## src/design/epjc_pkg.sv

```systemverilog
// package: register map, field layout and bus types of the port j block
package epjc_pkg;
	localparam int          EPJC_PINS          = 8;
	localparam logic [7:0]  EPJC_OFS_DATA      = 8'h00;
	localparam logic [7:0]  EPJC_OFS_OUT_EN    = 8'h04;
	localparam logic [7:0]  EPJC_OFS_FUNC      = 8'h08;
	localparam logic [7:0]  EPJC_OFS_OPEN_DR   = 8'h28;
	localparam logic [7:0]  EPJC_OFS_PULL_UP   = 8'h2C;
	localparam logic [7:0]  EPJC_OFS_PULL_DN   = 8'h30;
	localparam logic [7:0]  EPJC_OFS_IN_EN     = 8'h38;
	localparam logic [7:0]  EPJC_RST_BYTE      = 8'h00;
	localparam logic [7:0]  EPJC_FUNC_MASK     = 8'hC0;
	localparam int          EPJC_BIT_IRQ_D     = 7;
	localparam int          EPJC_BIT_IRQ_C     = 6;
	localparam logic [1:0]  EPJC_HTRANS_NONSEQ = 2'h2;
	localparam logic [1:0]  EPJC_HTRANS_SEQ    = 2'h3;

	typedef struct packed {
		logic [7:0] out_en;
		logic [7:0] open_dr;
		logic [7:0] pull_up;
		logic [7:0] pull_dn;
	} epjc_pad_cfg_t;
endpackage

```

## src/design/epjc_pad_ctrl.sv

```systemverilog
// module: per-pin pad drive, input gating and interrupt routing of port j
`timescale 1ns/100ps
module epjc_pad_ctrl
	import epjc_pkg::*;
(
	input  wire logic [7:0]    data_out,
	input  wire epjc_pad_cfg_t cfg,
	input  wire logic [7:0]    input_en,
	input  wire logic [7:0]    func_sel,
	input  wire logic          deep_stop,
	input  wire logic          stop_pin_drive_keep,
	input  wire logic [7:0]    pin_in,
	output logic [7:0]         pin_out,
	output logic [7:0]         pin_oe,
	output logic [7:0]         pin_pull_up,
	output logic [7:0]         pin_pull_dn,
	output logic [7:0]         pin_in_gated,
	output logic               ext_irq_line_d,
	output logic               ext_irq_line_c
);
	logic drive_allowed;
	assign drive_allowed = !deep_stop || stop_pin_drive_keep;

	genvar gi;
	for (gi = 0; gi < EPJC_PINS; gi++) begin : g_pin
		// open drain only ever pulls low; a high level floats
		assign pin_out[gi]      = cfg.open_dr[gi] ? 1'b0 : data_out[gi];
		assign pin_oe[gi]       = drive_allowed && cfg.out_en[gi]
		                          && !(cfg.open_dr[gi] && data_out[gi]);
		assign pin_pull_up[gi]  = cfg.pull_up[gi];
		assign pin_pull_dn[gi]  = cfg.pull_dn[gi];
		assign pin_in_gated[gi] = input_en[gi] && pin_in[gi];
	end

	// outside deep stop the input enable alone opens the path; in deep stop the function bit is needed too
	assign ext_irq_line_d = pin_in_gated[EPJC_BIT_IRQ_D]
	                        && (!deep_stop || func_sel[EPJC_BIT_IRQ_D]);
	assign ext_irq_line_c = pin_in_gated[EPJC_BIT_IRQ_C]
	                        && (!deep_stop || func_sel[EPJC_BIT_IRQ_C]);
endmodule // epjc_pad_ctrl

```

## src/design/epjc_port_j.sv

```systemverilog
// module: port j register file on an ahb-lite slave, with pad control
`timescale 1ns/100ps
module epjc_port_j
	import epjc_pkg::*;
(
	input  wire logic        hclk,
	input  wire logic        hresetn,
	input  wire logic        hsel,
	input  wire logic [31:0] haddr,
	input  wire logic [1:0]  htrans,
	input  wire logic        hwrite,
	input  wire logic [2:0]  hsize,
	input  wire logic [31:0] hwdata,
	input  wire logic        hready,
	output logic [31:0]      hrdata,
	output logic             hreadyout,
	output logic             hresp,
	input  wire logic        deep_stop,
	input  wire logic        stop_pin_drive_keep,
	input  wire logic [7:0]  pin_in,
	output logic [7:0]       pin_out,
	output logic [7:0]       pin_oe,
	output logic [7:0]       pin_pull_up,
	output logic [7:0]       pin_pull_dn,
	output logic             ext_irq_line_d,
	output logic             ext_irq_line_c
);
	logic [7:0]    pin_data_reg_ff;
	logic [7:0]    output_enable_reg_ff;
	logic [7:0]    function_select_reg_ff;
	logic [7:0]    open_drain_reg_ff;
	logic [7:0]    pull_up_reg_ff;
	logic [7:0]    pull_down_reg_ff;
	logic [7:0]    input_enable_reg_ff;
	logic          wr_pend_ff;
	logic [7:0]    wr_addr_ff;
	logic [31:0]   rdata_ff;
	logic [31:0]   nxt_rdata;
	logic          acc_valid;
	logic [7:0]    pin_in_gated;
	logic [7:0]    wbyte;
	epjc_pad_cfg_t cfg;

	// zero wait states: the slave never stalls and always answers okay
	assign hreadyout = 1'b1;
	assign hresp     = 1'b0;
	assign hrdata    = rdata_ff;
	assign acc_valid = hsel && hready && (htrans == EPJC_HTRANS_NONSEQ || htrans == EPJC_HTRANS_SEQ);
	assign wbyte     = hwdata[7:0];

	always_ff @(posedge hclk or negedge hresetn) begin
		if (!hresetn) begin
			wr_pend_ff <= 1'b0;
			wr_addr_ff <= 8'h00;
		end else begin
			wr_pend_ff <= acc_valid && hwrite;
			if (acc_valid)
				wr_addr_ff <= haddr[7:0];
		end
	end

	// one block per register; a write lands as its data phase ends
	always_ff @(posedge hclk or negedge hresetn) begin
		if (!hresetn)
			pin_data_reg_ff <= EPJC_RST_BYTE;
		else if (wr_pend_ff && wr_addr_ff == EPJC_OFS_DATA)
			pin_data_reg_ff <= wbyte;
	end

	always_ff @(posedge hclk or negedge hresetn) begin
		if (!hresetn)
			output_enable_reg_ff <= EPJC_RST_BYTE;
		else if (wr_pend_ff && wr_addr_ff == EPJC_OFS_OUT_EN)
			output_enable_reg_ff <= wbyte;
	end

	always_ff @(posedge hclk or negedge hresetn) begin
		if (!hresetn)
			function_select_reg_ff <= EPJC_RST_BYTE;
		else if (wr_pend_ff && wr_addr_ff == EPJC_OFS_FUNC)
			function_select_reg_ff <= wbyte & EPJC_FUNC_MASK;
	end

	always_ff @(posedge hclk or negedge hresetn) begin
		if (!hresetn)
			open_drain_reg_ff <= EPJC_RST_BYTE;
		else if (wr_pend_ff && wr_addr_ff == EPJC_OFS_OPEN_DR)
			open_drain_reg_ff <= wbyte;
	end

	always_ff @(posedge hclk or negedge hresetn) begin
		if (!hresetn)
			pull_up_reg_ff <= EPJC_RST_BYTE;
		else if (wr_pend_ff && wr_addr_ff == EPJC_OFS_PULL_UP)
			pull_up_reg_ff <= wbyte;
	end

	always_ff @(posedge hclk or negedge hresetn) begin
		if (!hresetn)
			pull_down_reg_ff <= EPJC_RST_BYTE;
		else if (wr_pend_ff && wr_addr_ff == EPJC_OFS_PULL_DN)
			pull_down_reg_ff <= wbyte;
	end

	always_ff @(posedge hclk or negedge hresetn) begin
		if (!hresetn)
			input_enable_reg_ff <= EPJC_RST_BYTE;
		else if (wr_pend_ff && wr_addr_ff == EPJC_OFS_IN_EN)
			input_enable_reg_ff <= wbyte;
	end

	// data read: enabled inputs show the pin, others the latch
	always_comb begin
		nxt_rdata = rdata_ff;
		if (acc_valid && !hwrite) begin
			case (haddr[7:0])
			EPJC_OFS_DATA:    nxt_rdata = {24'h0000_00, (pin_in_gated & input_enable_reg_ff)
			                               | (pin_data_reg_ff & ~input_enable_reg_ff)};
			EPJC_OFS_OUT_EN:  nxt_rdata = {24'h0000_00, output_enable_reg_ff};
			EPJC_OFS_FUNC:    nxt_rdata = {24'h0000_00, function_select_reg_ff};
			EPJC_OFS_OPEN_DR: nxt_rdata = {24'h0000_00, open_drain_reg_ff};
			EPJC_OFS_PULL_UP: nxt_rdata = {24'h0000_00, pull_up_reg_ff};
			EPJC_OFS_PULL_DN: nxt_rdata = {24'h0000_00, pull_down_reg_ff};
			EPJC_OFS_IN_EN:   nxt_rdata = {24'h0000_00, input_enable_reg_ff};
			default:          nxt_rdata = 32'h0000_0000;
			endcase
		end
	end

	always_ff @(posedge hclk or negedge hresetn) begin
		if (!hresetn)
			rdata_ff <= 32'h0000_0000;
		else
			rdata_ff <= nxt_rdata;
	end

	assign cfg = '{out_en:  output_enable_reg_ff,
	               open_dr: open_drain_reg_ff,
	               pull_up: pull_up_reg_ff,
	               pull_dn: pull_down_reg_ff};

	epjc_pad_ctrl u_pad (
		.data_out            (pin_data_reg_ff),
		.cfg                 (cfg),
		.input_en            (input_enable_reg_ff),
		.func_sel            (function_select_reg_ff),
		.deep_stop           (deep_stop),
		.stop_pin_drive_keep (stop_pin_drive_keep),
		.pin_in              (pin_in),
		.pin_out             (pin_out),
		.pin_oe              (pin_oe),
		.pin_pull_up         (pin_pull_up),
		.pin_pull_dn         (pin_pull_dn),
		.pin_in_gated        (pin_in_gated),
		.ext_irq_line_d      (ext_irq_line_d),
		.ext_irq_line_c      (ext_irq_line_c)
	);

	a_write_data: assert property (@(posedge hclk) disable iff (!hresetn)
		wr_pend_ff && wr_addr_ff == EPJC_OFS_DATA |=> pin_data_reg_ff == $past(hwdata[7:0]))
		else $error("data write not stored");
	a_oe_gate: assert property (@(posedge hclk) disable iff (!hresetn)
		(pin_oe & ~output_enable_reg_ff) == 8'h00)
		else $error("pin driven while output disabled");
	a_write_oe: assert property (@(posedge hclk) disable iff (!hresetn)
		wr_pend_ff && wr_addr_ff == EPJC_OFS_OUT_EN |=> output_enable_reg_ff == $past(hwdata[7:0]))
		else $error("output enable write not stored");
	a_open_drain: assert property (@(posedge hclk) disable iff (!hresetn)
		(open_drain_reg_ff & pin_oe & (pin_out | pin_data_reg_ff)) == 8'h00)
		else $error("open drain drove high");
	a_write_od: assert property (@(posedge hclk) disable iff (!hresetn)
		wr_pend_ff && wr_addr_ff == EPJC_OFS_OPEN_DR |=> open_drain_reg_ff == $past(hwdata[7:0]))
		else $error("open drain write not stored");
	a_push_pull: assert property (@(posedge hclk) disable iff (!hresetn)
		!deep_stop && output_enable_reg_ff[2] && !open_drain_reg_ff[2] |-> pin_oe[2] && pin_out[2] == pin_data_reg_ff[2])
		else $error("push-pull pin not driven");
	a_pull_up: assert property (@(posedge hclk) disable iff (!hresetn)
		wr_pend_ff && wr_addr_ff == EPJC_OFS_PULL_UP |=> pin_pull_up == $past(hwdata[7:0]))
		else $error("pull-up not applied");
	a_pull_dn: assert property (@(posedge hclk) disable iff (!hresetn)
		wr_pend_ff && wr_addr_ff == EPJC_OFS_PULL_DN |=> pin_pull_dn == $past(hwdata[7:0]))
		else $error("pull-down not applied");
	a_func_low: assert property (@(posedge hclk) disable iff (!hresetn)
		function_select_reg_ff[5:0] == 6'h00)
		else $error("function low bits not zero");
	a_func_write: assert property (@(posedge hclk) disable iff (!hresetn)
		wr_pend_ff && wr_addr_ff == EPJC_OFS_FUNC |=> function_select_reg_ff == ($past(hwdata[7:0]) & EPJC_FUNC_MASK))
		else $error("function write not stored");
	a_in_gate: assert property (@(posedge hclk) disable iff (!hresetn)
		!input_enable_reg_ff[7] |-> !ext_irq_line_d)
		else $error("irq passed with input disabled");
	a_irq_c_gate: assert property (@(posedge hclk) disable iff (!hresetn)
		!input_enable_reg_ff[6] |-> !ext_irq_line_c)
		else $error("irq c passed with input disabled");
	a_write_in_en: assert property (@(posedge hclk) disable iff (!hresetn)
		wr_pend_ff && wr_addr_ff == EPJC_OFS_IN_EN |=> input_enable_reg_ff == $past(hwdata[7:0]))
		else $error("input enable write not stored");
	a_stop_wake: assert property (@(posedge hclk) disable iff (!hresetn)
		deep_stop && input_enable_reg_ff[6] && function_select_reg_ff[6] |-> ext_irq_line_c == pin_in[6])
		else $error("deep stop wake blocked");
	a_stop_drive: assert property (@(posedge hclk) disable iff (!hresetn)
		deep_stop && !stop_pin_drive_keep |-> pin_oe == 8'h00)
		else $error("pin driven in deep stop");
	a_run_irq: assert property (@(posedge hclk) disable iff (!hresetn)
		!deep_stop && input_enable_reg_ff[7] |-> ext_irq_line_d == pin_in[7])
		else $error("irq not passed outside deep stop");
	a_read_pin: assert property (@(posedge hclk) disable iff (!hresetn)
		acc_valid && !hwrite && haddr[7:0] == EPJC_OFS_DATA && input_enable_reg_ff == 8'hFF
		|=> hrdata == {24'h0000_00, $past(pin_in)})
		else $error("data read not the pin level");
	a_read_latch: assert property (@(posedge hclk) disable iff (!hresetn)
		acc_valid && !hwrite && haddr[7:0] == EPJC_OFS_DATA && input_enable_reg_ff == 8'h00
		|=> hrdata == {24'h0000_00, $past(pin_data_reg_ff)})
		else $error("data read not the written value");
endmodule // epjc_port_j

```

## config.mk

```make
export PLATFORM = sky130hd
export DESIGN_NAME = epjc_port_j
export DESIGN_NICKNAME = d
export VERILOG_FILES = /design/src/design/epjc_pkg.sv /design/src/design/epjc_pad_ctrl.sv /design/src/design/epjc_port_j.sv
export SDC_FILE = /design/constraint.sdc
export NUM_CORES = 1
export LEC_CHECK = 0
export ABC_AREA = 1
export ABC_CLOCK_PERIOD_IN_PS = 1400
export BUFFER_PORTS_ARGS = -buffer_cell sky130_fd_sc_hd__buf_2
export CAP_MARGIN = 20
export CORE_MARGIN = 2
export CORE_UTILIZATION = 44
export CTS_CLUSTER_DIAMETER = 80
export DETAILED_ROUTE_END_ITERATION = 6
export PLACE_DENSITY = 0.77
export REMOVE_ABC_BUFFERS = 1
export SYNTH_ARGS = -nofsm -noshare
export SYNTH_HDL_FRONTEND = slang
export SYNTH_SLANG_ARGS = --single-unit
export TNS_END_PERCENT = 100
```

## constraint.sdc

```tcl
create_clock -name hclk -period 1.4 [get_ports hclk]
set_input_delay 0.07 -clock hclk [delete_from_list [all_inputs] [get_ports hclk]]
set_output_delay 0.07 -clock hclk [all_outputs]
set_load 0.01 [all_outputs]
```

* Yosys cells after proc, flatten, opt, wreduce, memory -nomap -nowiden
Index checks and enable logic that the tools add are counted.
** Storage, ports and cells
- Bits in registers :: 91
** Cells by class
- Reduce and logical (&&, ||, !) cells :: 61
- Bitwise gates (word level) :: 4
- Equality and inequality tests :: 14
- Muxes and demuxes :: 9
** Operators with widths (count)
- equality test 8 x 6 -> 1 bit (second input constant) :: 8
- one-hot mux 8 bit (7 select lines) :: 1
- logical AND 1 bit :: 45
- AND 8 bit :: 2
- equality test 8 x 3 -> 1 bit (second input constant) :: 2
- equality test 8 x 4 -> 1 bit (second input constant) :: 2
- logical NOT 8 bit :: 2
- logical NOT 1 bit :: 10
- 2-to-1 mux 1 bit :: 8
- inverter 8 bit :: 1
- bitwise OR 8 bit :: 1
- equality test 2 bit (second input constant) :: 2
- logical OR 1 bit :: 4

* Logic depth before layout (Yosys ltp)
- Word-level depth :: 4
- Depth in mapped cells :: 10

* Cells and area by module
Synthesis repeated with hierarchy kept, for this count alone.
** Second synthesis, totals
- Cell total of the unflattened synthesis :: 511
- Area total of the unflattened synthesis :: 3858.7 um^2
** Modules (own cells, without submodules)
- epjc_port_j :: seq. area each 1676.6 um^2, instances 1, area an instance 3498.4 um^2, cells an instance 433
- epjc_pad_ctrl :: seq. area each 0.0 um^2, instances 1, area an instance 360.3 um^2, cells an instance 78

* Worst setup path before layout
No wires, ideal clock.
- Path type :: register to register
- From :: reg wr_addr_ff[1]
- To :: reg pull_down_reg_ff[6]
- Setup slack :: 69 ps
- Clock period less this slack :: 1331 ps
- Cell stages (with the launch flop) :: 7
- Buffers on the path :: 1
- Arrival :: 1207 ps
- Cells stage by stage :: dfrtp_1 or2_4 nor3_4 nand3_2 buf_6 nand2_1 o21ai_2
** On the way
- Longest elaborated chain between the ends :: 2
** RTL lines
- start: declaration :: RTL line epjc_port_j.sv:36 : logic [7:0] wr_addr_ff;
- start signal: assignment :: RTL line epjc_port_j.sv:58 : wr_addr_ff <= haddr[7:0];
- equality test 8 x 6 -> 1 bit :: RTL line epjc_port_j.sv:101 : else if (wr_pend_ff && wr_addr_ff == EPJC_OFS_PULL_DN)
- logical AND 1 bit :: RTL line epjc_port_j.sv:101
- end signal: assignment :: RTL line epjc_port_j.sv:102 : pull_down_reg_ff <= wbyte;
- end: declaration :: RTL line epjc_port_j.sv:33 : logic [7:0] pull_down_reg_ff;
No other way between the ends.
A chain may end at the register's enable or synchronous reset.

* Final worst setup path
- From :: reg wr_addr_ff[1]
- To :: reg pull_down_reg_ff[5]
Same word-level chain as after synthesis.

==> impl_metrics.toml <==
[floorplan]
initial_core_util = 0.450
core_um2 = 8180
die_x_um = 95.4
die_h_um = 95.4
ios = 152
dieArea_um2 = 9110
row_count = 33

[worst_setup_path]
reg2reg_from = "wr_addr_ff[1]"
crit_fanout = 16
startpoint_type = "register"
regToRegSetupSlack_ns = -0.06
rr_worst_depth = 6
end_kind = "register"
critPathRequiredTime_ns = 1.63
crit_type = "reg2reg"
cp.arrival_ns = 1.70
rr_endpoint = "pull_down_reg_ff[5]"

[layout]
syn2layout_area_growth_pct = 27.8
postLayoutCellArea_um2 = 4700
nNetsFinal = 649
n_antenna_cell = 0
num-fill-cells = 732
final_cells = 673
drive_gt1_frac = 0.338

[synth]
synth_top_area_share = 0.456
yosys_warnings = 0
syn_inst = 462
synth_seq_area_share = 0.456
syn_area_um2 = 3680
synth.distinct_cells = 25
yosys.area.top_type = "dfrtp_1"
ys_ff_latch = 67
yosys-top-cells-area = "dfrtp_1 46%, nand2_1 14%, o21ai_2 6.2%, buf_4 5.9%, nand3_1 5.9%"
avgSynthCellArea_um2 = 7.96

[pwr]
power.leakage_nw = 2.53
cellPowerDensity_nw_per_um2 = 1080
ir_worst_vdd_mv = 0.463

[routing]
ant_nets = 0
met3_length_um = 699
wl_met1_um = 4250
routed_wl_um = 10100
num_vias = 3401
drt_iter0_drc = 302
drc_errors = 0
wl_per_cell_um = 15.0
wl_met2_um = 4930
top_layer_used = "met4"
drt_first_pass_iters = 4
vias_per_cell = 5.05

[clock_network]
cts-buffers-inserted = 9
cts_buffer_depth = 2
clk_pin_slew_ns = 0.07
root_buffer = "clkbuf_8"
insertion_delay_ns = 0.35
htree_levels = 3
cts_tree = "yes"
cts_sinks = 67

[status]
outcome = "finished, violations left"
violations = "negative setup slack"

[global_route]
grt_pass1_wl_um = 15400
antenna_found_initial = 0
overflow = 0
gr-usage-all-layers = 0.229
grt_pass1_vias = 3234
grt_start_max_net_pins = 68

[timing]
fmax_mhz = 683
tns_ns = -0.297
worst_slack_ns = -0.0647
final.period_utilization = 1.05
hold_viol = 0
slew_violations = 0
fin_skew_ns = 0.00731
setup_viol = 14
period_needed_ns = 1.46
rsz0062_at_grt = "yes"

[min_path]
holdPathEnd = "wr_addr_ff[6]"
holdCritStartpoint = "haddr[6]"
holdCritPathClass = "in2reg"
whs_path_depth = 3

[placement]
placed_area_um2 = 4260
gp_congestion = 0.783
post-dp-hpwl_um = 6620
portBuffers = 73
dp.cells = 648

[flow_run]
drv_cap = 0
[placed cells by master (no fill, tap or decap), types with 11 or more instances in the layout]
master    count
buf_2        72
o21ai_0      28
inv_1        38
buf_4        11
o21ai_1      19
nand3_1      43
conb_1       26
nand2_1     109
nor2_1       27
o21ai_2      26
dfrtp_1      67
nand2_2      33
clkbuf_8     12
[logic make-up (layout without fill, tap and decap cells)]
family                 Yosys count  after routing  share of synthesized area
multiplexers                     1              1                    0.00306
buffers and inverters           77            158                      0.119
AO/OA/AOI/OAI                   83             83                      0.139
other                            2             26                    0.00204
flip-flops                      67             67                      0.456
AND/OR/NAND/NOR                232            233                      0.281
[metrics by stage]
| stage | total power [mW] | worst slack, ns | hold slack, ns | utilization |
|---|---|---|---|---|
| 2_1_floorplan | 2.89 | 0.00962 | -0.226 | - |
| 3_3_place_gp | 3.26 | 0.0211 | 0.112 | 0.521 |
| 3_5_place_dp | 3.31 | -0.0686 | 0.119 | 0.521 |
| 4_1_cts | 5.00 | -0.0276 | 0.00915 | 0.559 |
| 5_1_grt | 5.32 | -0.0977 | 0.0187 | 0.575 |
| 6_report | 5.07 | -0.0647 | 0.0116 | 0.575 |
[critical path, stage by stage (launching register included)]
cell     delay, ns
dfrtp_1       0.39
or2_4         0.31
nor3_4        0.19
nand3_2       0.12
buf_12        0.18
nand2_2       0.09
o21ai_2       0.06
[power by group]
group          switching (mW)  total [mW]  internal (mW)
combinational           0.607        1.03          0.423
sequential              0.211        2.37           2.16
clock                   0.722        1.67          0.946
total                    1.54        5.07           3.53
[layout make-up]
cell class,instances,area (um^2),area share
clock buffer,12,165,0.0351
clock inverter,2,35.0,0.00745
inverter,41,154,0.0327
multi-input combinational,343,1790,0.380
sequential,67,1680,0.357
tap,105,131,0.0280
timing repair buffer,103,749,0.159
[per-layer routing]
metal  GRT usage  vias to the layer above
li1            -                     1644
met1       0.285                     1604
met2       0.383                      138
met3      0.0514                       15
met4       0.101                        0
met5           0                        -
[state kept, by name, indices dropped and copies added, names as in the netlist, 2 cells and up]
signal,count
hrdata,8
pin_data_reg_ff,8
pull_up_reg_ff,8
function_select_reg_ff,2
open_drain_reg_ff,8
pull_down_reg_ff,8
input_enable_reg_ff,8
wr_addr_ff,8
output_enable_reg_ff,8
[cells in the mapped netlist (all sizes together)]
cell	count
a21oi	10
and2	1
buf	35
clkbuf	1
clkinv	1
conb	2
dfrtp	67
inv	40
mux2	1
nand2	144
nand3	46
nor2	36
nor3	3
nor4	1
o21ai	73
or2	1
[how the worst max path moves through the flow]
stage               slack, ns                endpoint  cells after the start           from
floorplan                0.01     pull_down_reg_ff[0]                      5  wr_addr_ff[1]
global placement         0.02      pin_data_reg_ff[0]                      5  wr_addr_ff[1]
detailed placement      -0.07      pin_data_reg_ff[5]                      6  wr_addr_ff[7]
CTS                     -0.03  input_enable_reg_ff[5]                      6  wr_addr_ff[1]
global route             -0.1     pull_down_reg_ff[5]                      6  wr_addr_ff[1]
finish                  -0.06     pull_down_reg_ff[5]                      6  wr_addr_ff[1]
[what timing repair did]
item | CTS | global route
resized for setup | 13 | 35
pin swaps | 1 | 6
buffers inserted | 0 | 4
endpoints found under the setup margin | 16 | 58
cloned | 0 | 1
endpoints found under the hold margin | 73 | 0
hold buffers | 7 | 0
Note: power is estimated with default switching activity, not from simulation.
